$ cat config.mk
export PLATFORM = sky130hd
export DESIGN_NAME = psr_status_regs
export DESIGN_NICKNAME = d
export VERILOG_FILES = /design/src/hdl/psr_pkg.sv /design/src/hdl/psr_status_regs.sv
export VERILOG_INCLUDE_DIRS = /design/src /design/src/hdl
export SDC_FILE = /design/constraint.sdc
export NUM_CORES = 1
export LEC_CHECK = 0
export BUFFER_PORTS_ARGS = -buffer_cell sky130_fd_sc_hd__buf_2
export CAP_MARGIN = 20
export CORE_UTILIZATION = 39
export CTS_BUF_LIST = sky130_fd_sc_hd__clkbuf_8
export DETAILED_ROUTE_END_ITERATION = 8
export PLACE_DENSITY_LB_ADDON = 0.25
export SLEW_MARGIN = 10
export SYNTH_ARGS = -nofsm -noshare
export SYNTH_HDL_FRONTEND = slang
export SYNTH_SLANG_ARGS = --single-unit
export TNS_END_PERCENT = 20
$ cat constraint.sdc
create_clock -name ref_clk -period 2.3 [get_ports ref_clk]
set_clock_uncertainty 0.1 [all_clocks]
set_input_delay 0.115 -clock ref_clk [delete_from_list [all_inputs] [get_ports ref_clk]]
set_output_delay 0.115 -clock ref_clk [all_outputs]
set_load 0.05 [all_outputs]
$ cat src/hdl/psr_defines.svh
// constants for the phy status and identifier register block
// assumes the management frame engine in psr_status_regs includes it
//
// How it works
// - status bit 2 reads one while a valid 10 or 100 Mbps link holds and zero when no link exists.
// - any link failure clears the link-valid bit at once, read or no read.
// - once cleared, the link-valid bit returns to one only when the link is good and the register is read.
// - the jabber bit only means something at 10 Mbps, so jabber at 100 Mbps does not set it.
// - a jabber event sets status bit 1, which stays set until a read of status register 0x01 or a reset clears it.
// - status bit 0 always reads one to show that extended registers exist.
// - the two identifier registers return the organization code, model number and revision as 32 bits.
// - register 0x02 carries organization-code bits 3 to 18 in its bits 15 to 0.
// - the two lowest organization-code bits, 1 and 2, do not appear in either identifier register.
// - register 0x03 carries organization-code bits 19 to 24 in its bits 15 to 10.
// - the six-bit model number sits in bits 9 to 4 of register 0x03, msb at bit 9.
// - the four-bit revision sits in bits 3 to 0 of register 0x03, msb at bit 3.
`ifndef PSR_DEFINES_SVH
`define PSR_DEFINES_SVH

// ****************************************
// register offsets
// ****************************************
`define PSR_REG_STATUS 5'h01
`define PSR_REG_ID_HIGH 5'h02
`define PSR_REG_ID_LOW 5'h03

// ****************************************
// status field positions and reset values
// ****************************************
`define PSR_BIT_LINK 4'h2
`define PSR_BIT_JABBER 4'h1
`define PSR_BIT_EXTCAP 4'h0
`define PSR_LINK_RESET 1'h0
`define PSR_JABBER_RESET 1'h0

// ****************************************
// identifier fields, values arbitrary
// ****************************************
`define PSR_ORG_CODE_UPPER 16'h5A3C
`define PSR_ORG_CODE_LOWER 6'h15
`define PSR_VENDOR_MODEL 6'h2A
`define PSR_MODEL_REVISION 4'h3

// ****************************************
// management frame
// ****************************************
`define PSR_PHY_ADDR 5'h01
`define PSR_OP_READ 2'h2
`define PSR_CMD_LAST 5'h0B
`define PSR_DATA_BITS 5'h10
`define PSR_SKIP_LAST 5'h11

`endif

$ cat src/hdl/psr_pkg.sv
// types for the phy status and identifier register block
// assumes psr_defines.svh carries the register, field and frame constants
package psr_pkg;

  typedef enum logic [2:0] {
    PSR_IDLE = 3'b000,
    PSR_START = 3'b001,
    PSR_CMD = 3'b010,
    PSR_TURN = 3'b011,
    PSR_DATA = 3'b100,
    PSR_SKIP = 3'b101
  } psr_state_t;

  typedef struct packed {
    logic linkValid;
    logic jabber;
  } psr_status_t;

endpackage

$ cat src/hdl/psr_status_regs.sv
// status and identifier registers behind the serial management interface
// assumes mdc and mdioIn arrive from pins; link, jabber and speed come from ref_clk logic
`timescale 1ns/100ps
`include "psr_defines.svh"

module psr_status_regs (
  input wire logic ref_clk,
  input wire logic reset_n,
  input wire logic mdc,
  input wire logic mdioIn,
  output logic mdioOut,
  output logic mdioOeN,
  input wire logic linkGood,
  input wire logic jabberSeen,
  input wire logic speed100,
  output logic linkStatus,
  output logic jabberStatus
);

  // ****************************************
  // register read value
  // ****************************************
  function automatic logic slowJabber(input logic seen, input logic fast);
    return seen & ~fast;
  endfunction

  function automatic logic [15:0] statusWord(input psr_pkg::psr_status_t st);
    logic [15:0] w;
    w = 16'h0000;
    w[`PSR_BIT_LINK] = st.linkValid;
    w[`PSR_BIT_JABBER] = st.jabber;
    w[`PSR_BIT_EXTCAP] = 1'b1;
    return w;
  endfunction

  function automatic logic [15:0] regValue(input logic [4:0] addr, input psr_pkg::psr_status_t st);
    logic [15:0] v;
    v = 16'h0000;
    case (addr)
      `PSR_REG_STATUS: begin
        v = statusWord(st);
      end
      `PSR_REG_ID_HIGH: begin
        v = `PSR_ORG_CODE_UPPER;
      end
      `PSR_REG_ID_LOW: begin
        v = {`PSR_ORG_CODE_LOWER, `PSR_VENDOR_MODEL, `PSR_MODEL_REVISION};
      end
      default: begin
        v = 16'h0000;
      end
    endcase
    return v;
  endfunction

  // ****************************************
  // pin synchronisers
  // ****************************************
  logic mdcSync1_q, mdcSync2_q, mdcPrev_q;
  logic mdcSync1_d, mdcSync2_d, mdcPrev_d;

  always_comb begin
    mdcSync1_d = mdc;
    mdcSync2_d = mdcSync1_q;
    mdcPrev_d = mdcSync2_q;
  end

  always_ff @(posedge ref_clk or negedge reset_n) begin
    if (!reset_n) begin
      mdcSync1_q <= 1'b0;
      mdcSync2_q <= 1'b0;
      mdcPrev_q <= 1'b0;
    end else begin
      mdcSync1_q <= mdcSync1_d;
      mdcSync2_q <= mdcSync2_d;
      mdcPrev_q <= mdcPrev_d;
    end
  end

  logic mdioSync1_q, mdioSync2_q;
  logic mdioSync1_d, mdioSync2_d;

  always_comb begin
    mdioSync1_d = mdioIn;
    mdioSync2_d = mdioSync1_q;
  end

  always_ff @(posedge ref_clk or negedge reset_n) begin
    if (!reset_n) begin
      mdioSync1_q <= 1'b1;
      mdioSync2_q <= 1'b1;
    end else begin
      mdioSync1_q <= mdioSync1_d;
      mdioSync2_q <= mdioSync2_d;
    end
  end

  logic mdcRise;
  logic bitIn;
  assign mdcRise = mdcSync2_q & ~mdcPrev_q;
  assign bitIn = mdioSync2_q;

  // ****************************************
  // management frame engine
  // ****************************************
  psr_pkg::psr_state_t state_q, state_d;
  logic [4:0] cnt_q, cnt_d;
  logic [11:0] shiftIn_q, shiftIn_d;
  logic [15:0] txShift_q, txShift_d;
  logic mdioOut_q, mdioOut_d, mdioOeN_q, mdioOeN_d;
  logic statusRead;
  psr_pkg::psr_status_t status_q, status_d;

  always_comb begin
    logic [11:0] cmd;
    cmd = {shiftIn_q[10:0], bitIn};
    statusRead = 1'b0;
    state_d = state_q;
    cnt_d = cnt_q;
    shiftIn_d = shiftIn_q;
    txShift_d = txShift_q;
    mdioOut_d = mdioOut_q;
    mdioOeN_d = mdioOeN_q;
    if (mdcRise) begin
      case (state_q)
        psr_pkg::PSR_IDLE: begin
          if (!bitIn) begin
            state_d = psr_pkg::PSR_START;
          end
        end
        psr_pkg::PSR_START: begin
          state_d = bitIn ? psr_pkg::PSR_CMD : psr_pkg::PSR_IDLE;
          cnt_d = 5'h00;
        end
        psr_pkg::PSR_CMD: begin
          shiftIn_d = cmd;
          cnt_d = cnt_q + 5'h01;
          if (cnt_q == `PSR_CMD_LAST) begin
            cnt_d = 5'h00;
            if (cmd[11:10] == `PSR_OP_READ && cmd[9:5] == `PSR_PHY_ADDR) begin
              state_d = psr_pkg::PSR_TURN;
              txShift_d = regValue(cmd[4:0], status_q);
              statusRead = (cmd[4:0] == `PSR_REG_STATUS);
            end else begin
              state_d = psr_pkg::PSR_SKIP;
            end
          end
        end
        psr_pkg::PSR_TURN: begin
          mdioOut_d = 1'b0;
          mdioOeN_d = 1'b0;
          state_d = psr_pkg::PSR_DATA;
        end
        psr_pkg::PSR_DATA: begin
          cnt_d = cnt_q + 5'h01;
          mdioOut_d = txShift_q[15];
          txShift_d = {txShift_q[14:0], 1'b0};
          if (cnt_q == `PSR_DATA_BITS) begin
            mdioOut_d = 1'b1;
            mdioOeN_d = 1'b1;
            state_d = psr_pkg::PSR_IDLE;
          end
        end
        psr_pkg::PSR_SKIP: begin
          cnt_d = cnt_q + 5'h01;
          if (cnt_q == `PSR_SKIP_LAST) begin
            state_d = psr_pkg::PSR_IDLE;
          end
        end
        default: begin
          state_d = psr_pkg::PSR_IDLE;
        end
      endcase
    end
  end

  always_ff @(posedge ref_clk or negedge reset_n) begin
    if (!reset_n) begin
      state_q <= psr_pkg::PSR_IDLE;
      cnt_q <= 5'h00;
      shiftIn_q <= 12'h000;
      txShift_q <= 16'h0000;
      mdioOut_q <= 1'b1;
      mdioOeN_q <= 1'b1;
    end else begin
      state_q <= state_d;
      cnt_q <= cnt_d;
      shiftIn_q <= shiftIn_d;
      txShift_q <= txShift_d;
      mdioOut_q <= mdioOut_d;
      mdioOeN_q <= mdioOeN_d;
    end
  end

  // ****************************************
  // status latches
  // ****************************************
  always_comb begin
    status_d.linkValid = status_q.linkValid & linkGood;
    status_d.jabber = status_q.jabber | slowJabber(jabberSeen, speed100);
    if (statusRead) begin
      status_d.linkValid = linkGood;
      status_d.jabber = slowJabber(jabberSeen, speed100);
    end
  end

  always_ff @(posedge ref_clk or negedge reset_n) begin
    if (!reset_n) begin
      status_q.linkValid <= `PSR_LINK_RESET;
      status_q.jabber <= `PSR_JABBER_RESET;
    end else begin
      status_q <= status_d;
    end
  end

  // ****************************************
  // outputs
  // ****************************************
  assign mdioOut = mdioOut_q;
  assign mdioOeN = mdioOeN_q;
  assign linkStatus = status_q.linkValid;
  assign jabberStatus = status_q.jabber;

endmodule

* Word level (Yosys, flattened, before mapping)
Cells that the tools add are included.
** Operators by class
- Add/sub/neg operators :: 1
- Equality and inequality tests :: 18
- Mux-type cells :: 22
- Bitwise operators :: 6
- Reduce and logical (&&, ||, !) cells :: 12
** Operators by type and width (count)
- $pmux 15 s3 :: 1
- $mux 16 :: 2
- $pmux 16 s2 :: 1
- $pmux 3 s6 :: 1
- $mux 3 :: 5
- $pmux 5 s3 :: 1
- $eq 5x1->1 const B :: 2
- $eq 5x2->1 const B :: 2
- $eq 5x5->1 const B :: 2
- $ne 2x2->1 const B :: 5
- $eq 3x2->1 const B :: 2
- $eq 3x3->1 const B :: 2
- $mux 1 :: 6
- $reduce_and 2->1 :: 3
- $add 5x1->5 const B :: 1
- $eq 5x4->1 const B :: 1
- $mux 5 :: 1
- $reduce_and 5->1 :: 1
- $mux 2 :: 2
- $pmux 1 s2 :: 2
- $reduce_and 4->1 :: 1
- $reduce_bool 2->1 :: 2
- $and 1x1->1 :: 3
- $eq 3x1->1 const B :: 1
- 8 further kinds :: 9
** Storage, ports and cells
- Bits in registers :: 44
- Bits of input ports :: 7
- Output and inout port bits :: 4
- Word-level logic and storage cells :: 72

* Longest topological paths before layout
Gate-level depths: netlist of run 1.
- Depth after elaboration :: 7
- Mapped depth :: 6
- Gate-level depth less buffers :: 6

* Worst setup path before layout of run 1
OpenSTA, ideal clock, no wires.
- Path type :: register to register
- Start :: reg cnt_q[0]
- End :: reg txShift_q[3]
- Setup time :: 0.080 ns
- Arrival time :: 1.510 ns
- Data required time :: 2.120 ns
- Path slack :: 0.610 ns
- Stages on the path, launching flop included :: 7
- Buffers on the path :: 1
- Clock period less this slack :: 1.690 ns
- Path through :: dfrtp_1 -> ha_1 -> and4bb_2 -> nand4_2 -> a21oi_4 -> buf_6 -> a2bb2oi_1
** On the way
- Word-level cells in the longest chain between the ends :: 3
** RTL lines
- from (decl) :: line psr_status_regs.sv:107 : logic [4:0] cnt_q, cnt_d;
- from (signal assigned) :: line psr_status_regs.sv:187 : cnt_q <= cnt_d;
- $eq 5x4->1 (no source line)
- $ne 2x2->1 (no source line)
- $reduce_and 4->1 (no source line)
- to (signal assigned) :: line psr_status_regs.sv:189 : txShift_q <= txShift_d;
- to (decl) :: line psr_status_regs.sv:109 : logic [15:0] txShift_q, txShift_d;
Every way passes these cells.
A chain may end at the register's enable or synchronous reset.

* Worst setup path after layout of run 1
- Start :: reg cnt_q[0]
- End :: reg txShift_q[1]
Same word-level chain as after synthesis.

==> flow_summary.json, run 1 <==
{
  "outcome": "finished clean",
  "final_max_slew_viol_count": 0,
  "maxCapViolations": 0,
  "die_w_microns": 75.2,
  "totalWireLength_microns": 3860,
  "pin_count": 11,
  "dp_hpwl_microns": 2690,
  "synth_nets": 205,
  "globalplace.congestion": 0.786,
  "cts_made_buffers": 5,
  "start_kind": "register",
  "p_sw_frac": 0.332,
  "hold_class": "primary input to async pin",
  "via_count": 1490,
  "worst_slew_pin_slew_ps": 501,
  "path_max_fanout": 16,
  "insertion_delay_ps": 300,
  "synth_area_per_cell_sq_um": 10.7,
  "fin_area_sq_um": 2390,
  "antenna_left": 0,
  "cts_buffer_depth": 2,
  "gr-usage-all-layers": 0.157,
  "syn_area_sq_um": 2090,
  "start_util": 0.407,
  "fill_cells": 489,
  "cts_resized": 0,
  "max_freq_ghz": 0.493,
  "die_area_sq_um": 5660,
  "max_stage_delay_ps": 440,
  "synth_edf_count": 0,
  "viasPerCell": 5.21,
  "reg2reg_slack_ps": 270,
  "ys_async_sr_fraction": 1.00,
  "dr.first_iter.drc_count": 92,
  "final-hold-violation-count": 0,
  "grt_overflow": 0,
  "post_dp_cell_area_sq_um": 2230,
  "cp_top_family": "compound AO/OA/AOI/OAI gates",
  "first_global_vias": 1398,
  "rows": 26,
  "synthDistinctLibCells": 46,
  "pwr-share-comb": 0.300,
  "die_y_microns": 75.2,
  "core_sq_um": 5140,
  "portBuffers": 10,
  "setup_ws_ps": 271,
  "period_needed_ps": 2030,
  "clk_pin_slew_ps": 90,
  "holdWs_ps": 181,
  "antenna_cells": 0,
  "grt_pass1_wl_microns": 6600,
  "rsz0062_at_grt": "no",
  "final_nets": 225,
  "layout-drive-gt1-share": 0.218,
  "setup.worst_path.end_class": "register",
  "drtPass1Iterations": 4,
  "htree_levels": 2,
  "wl_per_cell_microns": 13.5,
  "power_density_nw_per_um2": 970,
  "maxSlewHeadroom": 0.662,
  "synth-main-ff-cell": "dfrtp_1",
  "p_sw_w": 0.000768,
  "antenna_found_initial": 0,
  "pwr-share-clk": 0.219,
  "p_leak_nw": 1.06,
  "grt_max_degree": 27,
  "ys_seq_elements": 44,
  "yosys_warnings": 0,
  "drc": 0,
  "setup_viol": 0,
  "fin_crit_sh": 0.882,
  "slowest_stage": "a21oi_4",
  "areaGrowthSynthToFinish_pct": 14.2,
  "worstPathCellList": "ha_1, and4bb_2, nand4_2, a21oi_4, o221ai_1",
  "irDropWorstVdd_uv": 409,
  "p_int_w": 0.00155,
  "syn_inst": 195,
  "cts_tree": "yes",
  "critPathArrivalTime_ps": 2090,
  "worstSetupPathType": "register to register",
  "cp.buffers_inverters": 0,
  "pwr-share-seq": 0.481,
  "root_buffer": "clkbuf_8",
  "tns_ps": 0,
  "yosysSeqAreaShare": 0.529,
  "cts.sink_count": 44,
  "critPathRequiredTime_ps": 2370,
  "dpl_worst_slack_ps": 297
}
==> synthesized netlist by cell type, types with 2 or more instances <==
cell,instances,area share
a2bb2oi_1,10,0.042
o22ai_1,3,0.0090
a22o_1,3,0.013
dfrtp_1,40,0.48
o21ai_0,23,0.055
ha_1,3,0.018
dfstp_2,4,0.050
clkbuf_1,7,0.013
a31oi_1,5,0.015
nand3_1,2,0.0048
nand2b_1,3,0.0090
a41oi_1,2,0.0084
nor3b_1,3,0.011
buf_2,2,0.0048
mux2_2,12,0.065
inv_1,14,0.025
nor2b_1,2,0.0060
a21oi_1,3,0.0072
a21o_1,2,0.0072
nand2_1,19,0.034
nor2_1,8,0.014
==> worst paths after layout <==
| path | start | endpoint | cells past startpoint |
|---|---|---|---|
| worst max-delay path | cnt_q[0]$_DFFE_PN0P_ | txShift_q[1]$_DFFE_PN0P_ | 5 |
| worst min-delay path | reset_n | txShift_q[8]$_DFFE_PN0P_ | 2 |
| worst max register to register | cnt_q[0]$_DFFE_PN0P_ | txShift_q[1]$_DFFE_PN0P_ | 5 |
| worst min register to register | mdcSync1_q$_DFF_PN0_ | mdcPrev_d$_DFF_PN0_ | 0 |
| max in group asynchronous | reset_n | mdioOeN$_DFFE_PN1P_ | 3 |
| min in group ref_clk | mdcSync1_q$_DFF_PN0_ | mdcPrev_d$_DFF_PN0_ | 0 |
==> sequential cells by signal (all words and copies together) (netlist names) <==
signal	flops
txShift_q	16
shiftIn_q	11
cnt_q	5
state_q	3
bitIn	1
jabberStatus	1
linkStatus	1
mdcPrev_d	1
mdcPrev_q	1
mdcSync1_q	1
mdioOeN	1
mdioOut	1
mdioSync1_q	1
==> kinds of logic after synthesis <==
family,after synthesis,share of synthesized area
flops,44,0.529
fa+ha+maj,3,0.0180
compound gates,60,0.197
buf+inv,24,0.0479
simple gates,52,0.144
mux,12,0.0646
==> metal layers <==
| metal | global-route usage | up-vias | part of all wire |
|---|---|---|---|
| met4 | 0.0556 | 0 | 0.016 |
| li1 | - | 740 | - |
| met2 | 0.229 | 19 | 0.43 |
| met5 | 0 | - | 0 |
| met3 | 0.0402 | 6 | 0.030 |
| met1 | 0.227 | 725 | 0.52 |
==> power groups by stage <==
stage | Sequential [W] | Combinational (W) | Clock (W)
6_report | 0.00111 | 0.000694 | 0.000506
5_1_grt | 0.00114 | 0.000786 | 0.000542
4_1_cts | 0.00111 | 0.000700 | 0.000523
3_5_place_dp | 0.00113 | 0.000689 | 0
3_3_place_gp | 0.00113 | 0.000687 | 0
2_1_floorplan | 0.00109 | 0.000535 | 0
==> what timing repair did <==
action                    CTS  global route
setup buffers               0             0
hold endpoints to repair   22             0
hold buffers                6             0
==> per-stage QoR <==
step / cells / utilization / power (W)
4_1_cts: 286 / 0.464 / 0.00234
3_5_place_dp: 272 / 0.435 / 0.00182
2_1_floorplan: 195 / - / 0.00162
5_1_grt: 286 / 0.464 / 0.00247
3_3_place_gp: 272 / 0.435 / 0.00181
6_report: 286 / 0.464 / 0.00232
==> placed cells by master (no fill, tap or decap), types with 2 or more instances in the layout <==
master / Yosys / final
mux2_2: 12 / 12
dfstp_2: 4 / 4
dlygate4sd3_1: 0 / 6
ha_1: 3 / 3
a21o_1: 2 / 2
o21ai_0: 23 / 23
a41oi_1: 2 / 2
nor2b_1: 2 / 2
a31oi_1: 5 / 5
dfrtp_1: 40 / 40
buf_4: 0 / 7
a22o_1: 3 / 3
a21oi_1: 3 / 3
nand3_1: 2 / 2
nor2_1: 8 / 8
nand2_1: 19 / 19
inv_1: 14 / 15
buf_2: 2 / 10
nand2b_1: 3 / 3
clkbuf_8: 0 / 6
a2bb2oi_1: 10 / 10
nor3b_1: 3 / 3
o22ai_1: 3 / 3
==> final cells by class <==
type                            count  area [sq um]  share of cell area
Clock buffer                        6          82.6              0.0346
Clock inverter                      2          11.3             0.00472
Inverter                           14          52.6              0.0220
Multi-Input combinational cell    127           885               0.371
Sequential cell                    44          1110               0.463
Tap cell                           70          87.6              0.0367
Timing Repair Buffer               23           163              0.0681
Note: power is estimated with default switching activity, not from simulation.
==> inputs of run 2 (changes only) <==
Clock period 2.3 ns to 1.7 ns, I/O delays scaled along.
==> run 2 against run 1 <==
Net effect:
- via count grew 8.2%
- worst setup slack lost 270 ps
- wire length is 16% higher
==> flow_summary.json, run 2 (same netlist as run 1, synthesis figures left out) <==
{
  "reg2reg_slack_ps": 2,
  "maxCapViolations": 0,
  "final-hold-violation-count": 0,
  "p_int_w": 0.00247,
  "start_kind": "register",
  "die_area_sq_um": 5660,
  "setup_ws_ps": 1.98,
  "clk_pin_slew_ps": 90,
  "pwr-share-clk": 0.234,
  "outcome": "finished clean",
  "fin_crit_sh": 0.999,
  "viasPerCell": 5.20,
  "portBuffers": 10,
  "antenna_left": 0,
  "totalWireLength_microns": 4470,
  "areaGrowthSynthToFinish_pct": 32.0,
  "via_count": 1612,
  "pin_count": 11,
  "root_buffer": "clkbuf_8",
  "start_util": 0.407,
  "p_sw_frac": 0.326,
  "dr.first_iter.drc_count": 80,
  "cts_made_buffers": 5,
  "worstSetupPathType": "register to register",
  "drc": 0,
  "path_max_fanout": 5,
  "r2r_end": "txShift_q[1]$_DFFE_PN0P_",
  "setup_viol": 0,
  "top_register": "txShift_q",
  "hold_class": "primary input to async pin",
  "dp_hpwl_microns": 3060,
  "p_leak_nw": 1.24,
  "setup.worst_path.end_class": "register",
  "holdWs_ps": 124,
  "reg2reg_from": "cnt_q[0]$_DFFE_PN0P_",
  "pwr-share-comb": 0.346,
  "layout-drive-gt1-share": 0.375,
  "period_needed_ps": 1700,
  "final_max_slew_viol_count": 0,
  "grt_overflow": 0,
  "die_w_microns": 75.2,
  "gr-usage-all-layers": 0.180,
  "antenna_cells": 0,
  "die_y_microns": 75.2,
  "critPathArrivalTime_ps": 1820,
  "final_nets": 249,
  "dpl_worst_slack_ps": -28.5,
  "critPathRequiredTime_ps": 1820,
  "htree_levels": 2,
  "maxSlewHeadroom": 0.694,
  "core_sq_um": 5140,
  "grt_pass1_wl_microns": 7470,
  "worst_slew_pin_slew_ps": 459,
  "largest_reg_flops": 16,
  "power.total_w": 0.00366,
  "insertion_delay_ps": 300,
  "power_density_nw_per_um2": 1330,
  "rr_worst_depth": 5,
  "tns_ps": 0,
  "final_common_cell": "dfrtp_1",
  "irDropWorstVdd_uv": 666,
  "cts.sink_count": 44,
  "rows": 26,
  "antenna_found_initial": 0,
  "drtPass1Iterations": 4,
  "rsz0062_at_grt": "yes",
  "grt_max_degree": 20,
  "biggestRegsByFlops": "txShift_q: 16 flops, shiftIn_q: 11 flops, cnt_q: 5 flops",
  "cts_tree": "yes",
  "globalplace.congestion": 0.777,
  "wl_per_cell_microns": 14.4,
  "pwr-share-seq": 0.420,
  "final_cell_mix": "dfrtp_1, buf_4, o21ai_0, nand2_1, inv_1",
  "max_freq_ghz": 0.589,
  "first_global_vias": 1581,
  "cts_buffer_depth": 2,
  "p_sw_w": 0.00120
}
==> run 2: changes by cell type in the layout (fill, tap and decap cells not counted), moves of 2 or more <==
cell,previous run,this run
a2bb2oi_1,10,1
a2bb2oi_2,0,9
buf_12,0,2
o21ai_1,0,3
o21ai_0,23,20
buf_4,7,28
==> run 2: power by group through the flow <==
stage | sequential [W] | combinational [W] | clock [W]
after global routing | 0.00158 | 0.00142 | 0.000917
after floorplan | 0.00147 | 0.000723 | 0
after detailed placement | 0.00149 | 0.00113 | 0
final | 0.00154 | 0.00127 | 0.000856
after global placement | 0.00149 | 0.00111 | 0
after CTS | 0.00148 | 0.00115 | 0.000885
==> run 2: area by class of cell <==
cell class                 instances  area [sq um]
sequential                        44          1110
clock inverter                     2          38.8
tap                               70          87.6
clock buffer                       6          82.6
multi-input combinational        127          1020
timing repair buffer              47           372
inverter                          14          52.6
fill                             494          2380
==> run 2: worst max-delay path: stages (launching register included) <==
cell      delay [ps]
dfrtp_1          410
ha_4             180
and4bb_2         280
nand4_4          150
or3_4            360
o221ai_2         130
==> run 2: per-layer routing <==
metal	GRT usage	wire (microns)	vias up
met2	0.262	2090	25
met3	0.0442	135	5
li1	-	-	788
met5	0	0	-
met4	0.0617	63	0
met1	0.262	2180	794
==> run 2: worst max path at each step <==
stage                                     from                  endpoint  slack [ps]  cells after the start
after floorplan           cnt_q[0]$_DFFE_PN0P_  txShift_q[3]$_DFFE_PN0P_          10                      6
after global placement    cnt_q[0]$_DFFE_PN0P_  txShift_q[1]$_DFFE_PN0P_          20                      5
after detailed placement  cnt_q[1]$_DFFE_PN0P_  txShift_q[1]$_DFFE_PN0P_         -30                      5
after CTS                 cnt_q[1]$_DFFE_PN0P_  txShift_q[1]$_DFFE_PN0P_         -30                      5
after global routing      cnt_q[0]$_DFFE_PN0P_    jabberStatus$_DFF_PN0_         -50                      6
final                     cnt_q[0]$_DFFE_PN0P_  txShift_q[1]$_DFFE_PN0P_           2                      5
==> run 2: metrics by stage <==
stage           util  std cells  instance area [sq um]
5_1_grt        0.537        310                   2760
6_report       0.537        310                   2760
4_1_cts        0.511        309                   2630
2_1_floorplan      -        195                   2090
3_5_place_dp   0.473        295                   2430
3_3_place_gp   0.473        295                   2430
==> run 2: timing repair <==
item                                    CTS  global route
buffers inserted                          0             1
hold buffers                              6             0
pin swaps                                 0             4
endpoints found under the setup margin   12            30
resized for setup                         3            25
hold endpoints to repair                 46             0
